<file path="config.mk">
export PLATFORM = sky130hd
export DESIGN_NAME = irq_save_restore
export DESIGN_NICKNAME = d
export VERILOG_FILES = /design/src/rtl/irq_save_pkg.sv /design/src/rtl/vec_offset_mem.sv /design/src/rtl/irq_save_restore.sv
export SDC_FILE = /design/constraint.sdc
export NUM_CORES = 1
export LEC_CHECK = 0
export ABC_CLOCK_PERIOD_IN_PS = 2900
export BUFFER_PORTS_ARGS = -buffer_cell sky130_fd_sc_hd__buf_2
export CORE_MARGIN = 4
export CORE_UTILIZATION = 53
export DETAILED_ROUTE_END_ITERATION = 10
export HOLD_SLACK_MARGIN = 0.03
export PLACE_DENSITY = 0.79
export SLEW_MARGIN = 20
export SYNTH_ARGS = -nofsm -noshare
export SYNTH_HDL_FRONTEND = slang
export SYNTH_SLANG_ARGS = --single-unit
</file>
<file path="constraint.sdc">
create_clock -name core_clk_i -period 2.9 [get_ports core_clk_i]
set_input_delay 0.145 -clock core_clk_i [delete_from_list [all_inputs] [get_ports core_clk_i]]
set_output_delay 0.145 -clock core_clk_i [all_outputs]
set_load 0.1 [all_outputs]
</file>
<file path="src/rtl/irq_save_pkg.sv">
// Purpose: shared constants and carriers for the interrupt save/restore unit
// Assumes: 32-bit addresses, big-endian bit numbering 32..63 maps to [31:0]
// Notes:   register indices are special-register numbers
`default_nettype none
package irq_save_pkg;
    // ------------------------------------------------------------------
    // register indices (byte address is not used: plain port)
    // ------------------------------------------------------------------
    localparam logic [9:0] IDX_RESUME      = 10'h01a;
    localparam logic [9:0] IDX_STATE_SAVE  = 10'h01b;
    localparam logic [9:0] IDX_CRIT_RESUME = 10'h03a;
    localparam logic [9:0] IDX_CRIT_STATE  = 10'h03b;
    localparam logic [9:0] IDX_FAULT_ADDR  = 10'h03d;
    localparam logic [9:0] IDX_VEC_BASE    = 10'h03f;
    localparam logic [9:0] IDX_OFFS_FIRST  = 10'h190;
    localparam int         NUM_OFFS        = 16;
    // ------------------------------------------------------------------
    // field layout (little-endian bit positions)
    // ------------------------------------------------------------------
    localparam int         VBASE_LSB       = 16;
    localparam logic [31:0] VBASE_MASK     = 32'hffff_0000;
    localparam int         VOFF_LSB        = 4;
    localparam logic [31:0] VOFF_MASK      = 32'h0000_fff0;
    localparam logic [31:0] RESET_VALUE    = 32'h0000_0000;
    // implemented machine-state bits kept on save; arbitrary default for this core
    localparam logic [31:0] MSTATE_VALID_MASK = 32'h0206_ff36;

    typedef enum logic [1:0] {
        RET_NONE  = 2'b00,
        RET_NONCR = 2'b01,
        RET_CRIT  = 2'b10,
        RET_DEBUG = 2'b11
    } ret_kind_t;

    typedef enum logic [1:0] {
        ST_IDLE  = 2'b00,
        ST_SAVE  = 2'b01,
        ST_FETCH = 2'b10
    } vec_state_t;

    // interrupt entry request from the sequencer
    typedef struct packed {
        logic        valid;
        logic        critical;
        logic        data_fault;
        logic [3:0]  kind;
        logic [31:0] resume_pc;
        logic [31:0] fault_ea;
    } entry_req_t;

    // redirect towards instruction fetch
    typedef struct packed {
        logic        valid;
        logic [31:0] addr;
    } redirect_t;
endpackage
`default_nettype wire

</file>
<file path="src/rtl/vec_offset_mem.sv">
// Purpose: small memory of per-type handler vector offsets
// Assumes: one write and one read port, read data registered
// Notes:   contents undefined until written, kept across reset
`default_nettype none
module vec_offset_mem #(
    parameter int DEPTH = 16,
    parameter int AW    = 4
) (
    // clock
    input  wire logic          core_clk_i,
    // write port
    input  wire logic          wr_en_i,
    input  wire logic [AW-1:0] wr_addr_i,
    input  wire logic [11:0]   wr_data_i,
    // read port
    input  wire logic [AW-1:0] rd_addr_i,
    output logic      [11:0]   rd_data_o
);
    logic [11:0] mem [DEPTH];

    // no reset on purpose: offsets survive core reset
    always_ff @(posedge core_clk_i) begin
        if (wr_en_i) begin
            mem[wr_addr_i] <= wr_data_i;
        end
        rd_data_o <= mem[rd_addr_i];
    end
endmodule
`default_nettype wire

</file>
<file path="src/rtl/irq_save_restore.sv">
// Purpose: interrupt save/restore registers and handler vectoring
// Assumes: sequencer issues entry or return at most once per cycle
// Notes:   save registers are not reset; only control state is
`default_nettype none
module irq_save_restore #(
    parameter int NOFFS = irq_save_pkg::NUM_OFFS
) (
    // clock and reset
    input  wire logic                     core_clk_i,
    input  wire logic                     reset_i,
    // register port
    input  wire logic [9:0]               reg_addr_i,
    input  wire logic [31:0]              reg_wdata_i,
    input  wire logic                     reg_wr_i,
    input  wire logic                     reg_rd_i,
    output logic      [31:0]              reg_rdata_o,
    // sequencer requests
    input  wire irq_save_pkg::entry_req_t entry_i,
    input  wire irq_save_pkg::ret_kind_t  ret_i,
    input  wire logic [31:0]              debug_state_i,
    input  wire logic [31:0]              mstate_i,
    // results
    output logic                          busy_o,
    output irq_save_pkg::redirect_t       redirect_o,
    output logic                          mstate_wr_o,
    output logic      [31:0]              mstate_wdata_o
);
    // ------------------------------------------------------------------
    // storage
    // ------------------------------------------------------------------
    logic [31:0] res_pc_r,  res_pc_nxt;
    logic [31:0] sst_r,     sst_nxt;
    logic [31:0] crit_pc_r, crit_pc_nxt;
    logic [31:0] cst_r,   cst_nxt;
    logic [31:0] dfa_r,   dfa_nxt;
    logic [31:0] vbase_r, vbase_nxt;
    irq_save_pkg::vec_state_t state_r, state_nxt;
    logic [3:0]  kind_r,  kind_nxt;
    logic [31:0] rdata_r, rdata_nxt;
    irq_save_pkg::redirect_t redir_r, redir_nxt;
    logic        mst_wr_r, mst_wr_nxt;
    logic [31:0] mst_wd_r, mst_wd_nxt;
    logic [11:0] offs_q;
    logic        offs_wr;
    logic [3:0]  offs_waddr;

    function automatic logic [31:0] state_clean(input logic [31:0] v);
        return v & irq_save_pkg::MSTATE_VALID_MASK;
    endfunction

    function automatic logic is_offs(input logic [9:0] a);
        return (a >= irq_save_pkg::IDX_OFFS_FIRST) &&
               (a < irq_save_pkg::IDX_OFFS_FIRST + 10'(NOFFS));
    endfunction

    assign offs_wr    = reg_wr_i && is_offs(reg_addr_i);
    assign offs_waddr = 4'(reg_addr_i - irq_save_pkg::IDX_OFFS_FIRST);

    vec_offset_mem #(.DEPTH(NOFFS), .AW(4)) u_offs (
        .core_clk_i (core_clk_i),
        .wr_en_i    (offs_wr),
        .wr_addr_i  (offs_waddr),
        .wr_data_i  (reg_wdata_i[15:4]),
        .rd_addr_i  (state_r == irq_save_pkg::ST_IDLE ? entry_i.kind : kind_r),
        .rd_data_o  (offs_q)
    );

    // ------------------------------------------------------------------
    // save register next values; hardware events win over software writes
    // ------------------------------------------------------------------
    always_comb begin
        res_pc_nxt  = res_pc_r;
        sst_nxt     = sst_r;
        crit_pc_nxt = crit_pc_r;
        cst_nxt     = cst_r;
        dfa_nxt     = dfa_r;
        vbase_nxt   = vbase_r;
        if (reg_wr_i) begin
            case (reg_addr_i)
                irq_save_pkg::IDX_RESUME:      res_pc_nxt  = reg_wdata_i;
                irq_save_pkg::IDX_STATE_SAVE:  sst_nxt = state_clean(reg_wdata_i);
                irq_save_pkg::IDX_CRIT_RESUME: crit_pc_nxt = reg_wdata_i;
                irq_save_pkg::IDX_CRIT_STATE:  cst_nxt = state_clean(reg_wdata_i);
                irq_save_pkg::IDX_FAULT_ADDR:  dfa_nxt     = reg_wdata_i;
                irq_save_pkg::IDX_VEC_BASE: begin
                    vbase_nxt = reg_wdata_i & irq_save_pkg::VBASE_MASK;
                end
                default: ;
            endcase
        end
        // entry accepted only when idle; returns never touch the other set
        if (entry_i.valid && state_r == irq_save_pkg::ST_IDLE) begin
            if (entry_i.critical) begin
                crit_pc_nxt = entry_i.resume_pc;
                cst_nxt     = state_clean(mstate_i);
            end else begin
                res_pc_nxt  = entry_i.resume_pc;
                sst_nxt     = state_clean(mstate_i);
            end
            if (entry_i.data_fault) begin
                dfa_nxt = entry_i.fault_ea;
            end
        end
    end

    // no reset: contents survive core reset, undefined at power-up
    always_ff @(posedge core_clk_i) begin
        res_pc_r  <= res_pc_nxt;
        sst_r     <= sst_nxt;
        crit_pc_r <= crit_pc_nxt;
        cst_r   <= cst_nxt;
        dfa_r   <= dfa_nxt;
        vbase_r <= vbase_nxt;
    end

    // ------------------------------------------------------------------
    // vectoring sequence: save, then fetch from base joined with offset
    // ------------------------------------------------------------------
    always_comb begin
        state_nxt  = state_r;
        kind_nxt   = kind_r;
        redir_nxt  = '0;
        mst_wr_nxt = 1'b0;
        mst_wd_nxt = mst_wd_r;
        case (state_r)
            irq_save_pkg::ST_IDLE: begin
                if (entry_i.valid) begin
                    kind_nxt  = entry_i.kind;
                    state_nxt = irq_save_pkg::ST_SAVE;
                end else begin
                    // return: restore the matching set only; redirect on non-critical and critical returns, not debug
                    case (ret_i)
                        irq_save_pkg::RET_NONCR: begin
                            redir_nxt  = '{valid: 1'b1, addr: res_pc_r};
                            mst_wr_nxt = 1'b1;
                            mst_wd_nxt = sst_r;
                        end
                        irq_save_pkg::RET_CRIT: begin
                            redir_nxt  = '{valid: 1'b1, addr: crit_pc_r};
                            mst_wr_nxt = 1'b1;
                            mst_wd_nxt = cst_r;
                        end
                        irq_save_pkg::RET_DEBUG: begin
                            mst_wr_nxt = 1'b1;
                            mst_wd_nxt = debug_state_i;
                        end
                        default: ;
                    endcase
                end
            end
            irq_save_pkg::ST_SAVE: begin
                // saves landed last edge; offset read data valid now
                redir_nxt.valid = 1'b1;
                redir_nxt.addr  = (vbase_r & irq_save_pkg::VBASE_MASK) |
                                  {16'h0000, offs_q, 4'h0};
                state_nxt = irq_save_pkg::ST_FETCH;
            end
            irq_save_pkg::ST_FETCH: begin
                state_nxt = irq_save_pkg::ST_IDLE;
            end
            default: state_nxt = irq_save_pkg::ST_IDLE;
        endcase
    end

    always_ff @(posedge core_clk_i) begin
        if (reset_i) begin
            state_r  <= irq_save_pkg::ST_IDLE;
            kind_r   <= 4'h0;
            redir_r  <= '0;
            mst_wr_r <= 1'b0;
            mst_wd_r <= irq_save_pkg::RESET_VALUE;
        end else begin
            state_r  <= state_nxt;
            kind_r   <= kind_nxt;
            redir_r  <= redir_nxt;
            mst_wr_r <= mst_wr_nxt;
            mst_wd_r <= mst_wd_nxt;
        end
    end

    // ------------------------------------------------------------------
    // register read, data one cycle after the strobe
    // ------------------------------------------------------------------
    always_comb begin
        rdata_nxt = irq_save_pkg::RESET_VALUE;
        if (reg_rd_i) begin
            case (reg_addr_i)
                irq_save_pkg::IDX_RESUME:      rdata_nxt = res_pc_r;
                irq_save_pkg::IDX_STATE_SAVE:  rdata_nxt = sst_r;
                irq_save_pkg::IDX_CRIT_RESUME: rdata_nxt = crit_pc_r;
                irq_save_pkg::IDX_CRIT_STATE:  rdata_nxt = cst_r;
                irq_save_pkg::IDX_FAULT_ADDR:  rdata_nxt = dfa_r;
                irq_save_pkg::IDX_VEC_BASE:    rdata_nxt = vbase_r;
                default:                       rdata_nxt = irq_save_pkg::RESET_VALUE;
            endcase
        end
    end

    always_ff @(posedge core_clk_i) begin
        if (reset_i) begin
            rdata_r <= irq_save_pkg::RESET_VALUE;
        end else begin
            rdata_r <= rdata_nxt;
        end
    end

    assign reg_rdata_o = rdata_r;
    assign redirect_o  = redir_r;
    assign mstate_wr_o    = mst_wr_r;
    assign mstate_wdata_o = mst_wd_r;
    assign busy_o      = (state_r != irq_save_pkg::ST_IDLE); // handshake, combinational
endmodule
`default_nettype wire

</file>
# Yosys cells after proc, flatten, opt, wreduce, memory -nomap -nowiden
# Memories as Yosys holds them, arrays and structs flattened. A register that Yosys moved wholly into a read port is not among the register bits.
# Cells that the tools add are included.
[word_totals]
regBits = 280
wordCells = 75
ramBits = 192
output_inout_bits = 99
n_memories = 1
[mem_list]
columns = ["name", "depth", "word_bits", "rd", "rd_clocked_by_memory_dff", "wr", "line", "source"]
rows = [
  ["u_offs.mem", 16, 12, 1, 1, 1, "vec_offset_mem.sv:19", "logic [11:0] mem [DEPTH];"],
]
[classes]
addsub = 1
n_bitwise = 4
reduce_logical = 12
n_eq_ne = 11
n_mux = 31
order_cmp = 2
[ops]
columns = ["operator", "n"]
rows = [
  ["two-way mux 32 bit", 20],
  ["case mux 32 bit (6 select lines)", 1],
  ["case mux 33 bit (2 select lines)", 2],
  ["case mux 32 bit (3 select lines)", 1],
  ["equality test 10 x 6 -> 1 bit (second input constant)", 4],
  ["two-way mux 33 bit", 1],
  ["bitwise OR 32 x 16 -> 32 bit", 1],
  ["equality test 10 x 5 -> 1 bit (second input constant)", 2],
  ["greater-or-equal comparator 10 x 9 -> 1 bit (second input constant)", 1],
  ["< comparator 10 x 9 -> 1 bit (second input constant)", 1],
  ["OR reduction 3 bit", 2],
  ["equality test 2 x 1 -> 1 bit (second input constant)", 2],
  ["equality test 2 bit (second input constant)", 2],
  ["two-way mux 4 bit", 1],
  ["case mux 2 bit (2 select lines)", 1],
  ["AND reduction 2 bit", 2],
  ["subtractor 4 x 1 -> 4 bit (second input constant)", 1],
  ["logical AND 1 bit", 3],
  ["two-way mux 1 bit", 3],
  ["NOT 1 bit", 3],
  ["AND reduction 3 bit", 1],
  ["nonzero test 3 bit", 1],
  ["zero test 2 bit", 1],
  ["two-way mux 2 bit", 1],
  ["other kinds (3)", 3],
]

# Depth between registers and ports, before layout
[depth]
ltp_word = 5
mapped_depth = 9
depth_no_buf = 6

# Cells and area by module
# A second synthesis with hierarchy kept.
[unflattened]
hier_cells = 1716
area_unflattened_um2 = 19693.9
[by_module_without_submodules]
columns = ["module", "instances", "area_per_inst_um2", "seq_area_each_um2", "cells_per_inst"]
rows = [
  ["irq_save_restore", 1, 12094.1, 5765.5, 1387],
  ["vec_offset_mem", 1, 7599.8, 6005.8, 329],
]

# Worst setup path after synthesis
# OpenSTA, ideal clock, no wires.
[synth_timing]
kind = "input-to-reg"
from = "input reg_addr_i[0]"
to = "memory u_offs.mem[0][0] (enable)"
stages = 4
setup_ns = 0.396
n_path_buf = 2
required_ns = 2.504
setup_slack_ns = 0.590
arrival_ns = 1.913
path_cell_list = "buf_1 > clkbuf_1 > or3_1 > nor3_1"
[synth_via]
elab_chain_len = 5
word_cells_on_any_way = 7
classes_between = "add/sub: 1; order compare: 2; mux: 2; reduce/logical: 2"
[synth_lines]
columns = ["element", "line", "source"]
rows = [
  ["start: declaration", "irq_save_restore.sv:12", "input wire logic [9:0] reg_addr_i,"],
  ["greater-or-equal comparator 10 x 9 -> 1 bit or < comparator 10 x 9 -> 1 bit (tied branches)", "irq_save_restore.sv:52, irq_save_restore.sv:53", ""],
  ["logical AND 1 bit", "irq_save_restore.sv:52", "return (a >= irq_save_pkg::IDX_OFFS_FIRST) &&"],
  ["logical AND 1 bit", "irq_save_restore.sv:56", "assign offs_wr = reg_wr_i && is_offs(reg_addr_i);"],
  ["two-way mux 1 bit", "vec_offset_mem.sv:23", "if (wr_en_i) begin"],
  ["two-way mux 1 bit (implied by the code)", "vec_offset_mem.sv:24", "mem[wr_addr_i] <= wr_data_i;"],
  ["end: declaration", "vec_offset_mem.sv:19", ""],
]
# Parallel ways exist; a longest one is shown, timed or not.

# Final worst setup path
[layout_timing]
from = "register state_r[1]"
to = "register crit_pc_r[20]"
[layout_via]
elab_chain_len = 3
[layout_lines]
columns = ["element", "line", "source"]
rows = [
  ["start: declaration", "irq_save_restore.sv:37", "irq_save_pkg::vec_state_t state_r, state_nxt;"],
  ["start signal: assignment", "irq_save_restore.sv:167", "state_r <= irq_save_pkg::ST_IDLE;"],
  ["start signal: assignment", "irq_save_restore.sv:173", "state_r <= state_nxt;"],
  ["zero test 2 bit", "irq_save_restore.sv:92", "if (entry_i.valid && state_r == irq_save_pkg::ST_IDLE) begin"],
  ["logical AND 1 bit", "irq_save_restore.sv:92", ""],
  ["two-way mux 32 bit", "irq_save_restore.sv:92", ""],
  ["net crit_pc_nxt[20]", "irq_save_restore.sv:33", "logic [31:0] crit_pc_r, crit_pc_nxt;"],
  ["end signal: assignment", "irq_save_restore.sv:110", "crit_pc_r <= crit_pc_nxt;"],
  ["end: declaration", "irq_save_restore.sv:33", ""],
]
# The timed path passes the listed nets, and every way through them passes these cells.
# A chain may end at the register's enable or synchronous reset.

==> flow_summary.ini <==
[route]
dr.pass1.iters = 6
drtAntennaViolNets = 0
drt_wl_total_mm = 65.8
viasPerCell = 6.16
detail_route.wl_per_cell_um = 23.8
drc_errors = 0
num_vias = 17000
drt-initial-drc-count = 2316

[timing]
hold_slack_ns = 0.0283
final-hold-violation-count = 0
worst_pin_slew_ns = 0.933
timing.final.max_slew_violations = 0
fin_tns_setup_ns = 0
period_needed_ns = 2.74
rsz0062_at_grt = no
finalSetupViolCount = 0
clock.fmax_mhz = 365
slew_headroom_pct = 37.7
fin_skew_ns = 0.0130
timing.final.crit_share_pct = 94.4

[die]
die-area_mm2 = 0.0412
die_w_um = 203
top_level_ports = 282
row_count = 71
initial_core_util_pct = 53.6
core_area_mm2 = 0.0376
die_y_um = 203

[clocking]
cts.htree.levels = 2
clock-sinks = 484
cts_tree = done
post_cts_buffers = 0
cts.path.max_buffers = 3
clock_latency_ns = 0.56
cts_root_buf = clkbuf_16
path_clk_slew_ns = 0.06
cts_buffers = 47
cts_resized = 0

[yosys]
ys.flop_type = dfxtp_1
yosys_warnings = 0
synth-edff-count = 208
synth-compound-area-share_pct = 16.4
synth_cells = 1803
synthAdderAreaFrac_pct = 0.249
synthMuxAreaShare_pct = 10.1
syn_nets = 1990
synth_cell_types = 62
synthesis.area_mm2 = 0.0201
synth_top_area_share_pct = 31.0
ys_ff_latch = 484
yosysTopAreaCell = edfxtp_1
yosys.area_share.simple_pct = 10.9
synth-xor-area-share_pct = 0
avgSynthCellArea_um2 = 11.2
ys_seq_area_share_pct = 58.5
async_flop_share_pct = 0
synth_top_family_by_area = compound AO/OA/AOI/OAI gates
netlist_top_cells_area = edfxtp_1 (31%), dfxtp_1 (27%), mux2i_1 (9.6%), a22oi_1 (3.8%), o21ai_0 (3.7%)

[global_routing]
grt_pass1_wl_mm = 97.8
overflow = 0
grt_max_degree = 65
grt_use_total_pct = 30.6
antenna_found_initial = 8
grt_pass1_vias = 16600

[critical_path]
worstPathMaxFanout = 37
worst_ep_arrival_time_ns = 3.19
crit_path_end_kind = flop
worstSetupPathType = reg2reg
critPathRequiredTime_ns = 3.35
cp-start-kind = flop

[placed_design]
place_congestion = 0.947
placed_area_mm2 = 0.0219
portBuffers = 264
place_inst = 2492
dp_hpwl_mm = 41.2

[cells_and_area]
n_fill_cell = 2651
finish.instance_area_mm2 = 0.0253
drive_gt1_share_pct = 20.3
layout_common_cells = dfxtp_1 (276), buf_2 (264), edfxtp_1 (208), nand2_1 (195), mux2i_1 (192)
nets = 2391
layout_commonest_cell = dfxtp_1
final_cells = 2759
area.growth.synth_to_final_pct = 25.6

[min_path]
hp-class = in2reg

[status]
status = finished, final reports clean

[power_and_ir_drop]
p_leak_nw = 10.3
powerDensity_mw_per_mm2 = 647
p_total_mw = 16.4
peakVddDrop_mv = 0.442

[run]
maxCapViolations = 0
[critical path, cell delays in order (launching register included)]
cell	delay [ns]
dfxtp_1	0.48
nor2_4	0.44
and3_4	0.54
buf_4	0.42
o21ai_0	0.16
dlygate4sd3_1	0.57
[flip-flops by register name, indices dropped and copies added, names as in the netlist, 2 cells and up]
name / flops
redirect_o: 33
mstate_wdata_o: 32
reg_rdata_o: 32
sst_r: 32
u_offs.mem: 192
dfa_r: 32
u_offs.rd_data_o: 12
res_pc_r: 32
crit_pc_r: 32
kind_r: 4
state_r: 2
cst_r: 32
vbase_r: 16
[area by class of cell]
class                   count  area (um^2)  share of cell area [%]
clock inverters            18          145                   0.574
well taps                 511          639                    2.53
flip-flops and latches    484        11800                    46.6
clock buffers              67         1440                    5.69
multi-input cells        1164         7640                    30.2
repair buffers            502         3590                    14.2
diodes                      8         20.0                  0.0792
inverters                   5         21.3                  0.0842
[metal layers]
metal	up-vias	global-route usage (%)	routed length, um
met4	2	15.1	3750
met1	8093	41.1	25200
li1	7511	-	-
met3	245	6.60	7240
met5	-	0	13
met2	1134	47.2	29600
[where the power goes]
part           switching [mW]  internal (mW)
Combinational            1.46          0.842
Sequential              0.333           7.52
Clock                    2.58           3.63
Total                    4.38           12.0
[path summary, 6_finish.rpt]
kind | from | end | slack (ns) | cells after the start
worst max-delay path | state_r[1] | crit_pc_r[20] | 0.16 | 5
worst min-delay path | debug_state_i[21] | mstate_wdata_o[21] | 0.03 | 3
worst max register to register | state_r[1] | crit_pc_r[20] | 0.16 | 5
worst min register to register | dfa_r[2] | reg_rdata_o[2] | 0.46 | 2
[kinds of logic (layout without fill, tap and decap cells)]
family          count (synthesis)  count (layout)
flops                         484             484
buf+inv                       155             592
simple gates                  472             472
compound gates                486             486
fa+ha+maj                       4               4
other cells                     0               8
mux                           202             202
[what timing repair did]
| action | CTS | global route |
|---|---|---|
| hold buffers | 174 | 0 |
| endpoints found under the hold margin | 209 | 0 |
| setup endpoints to repair | 0 | 0 |
[through the flow]
stage                     util (%)  worst slack [ns]
after floorplan                  -             0.590
after global placement        58.3             0.616
after detailed placement      58.3             0.537
after CTS                     67.2             0.279
after global routing          67.2            0.0150
final                         67.2             0.163
[synth_stat cells, types with 14 or more instances]
master,count
a21oi_1,45
a22o_1,35
a22oi_1,101
a311oi_1,32
and2_1,38
buf_2,48
buf_4,17
clkbuf_1,73
dfxtp_1,276
edfxtp_1,208
mux2i_1,193
nand2_1,195
nand3_1,55
nand4_1,14
nor2_1,105
nor3_1,28
o21ai_0,148
o21ai_1,29
o221ai_1,24
o22a_1,26
Note: power is estimated with default switching activity, not from simulation.
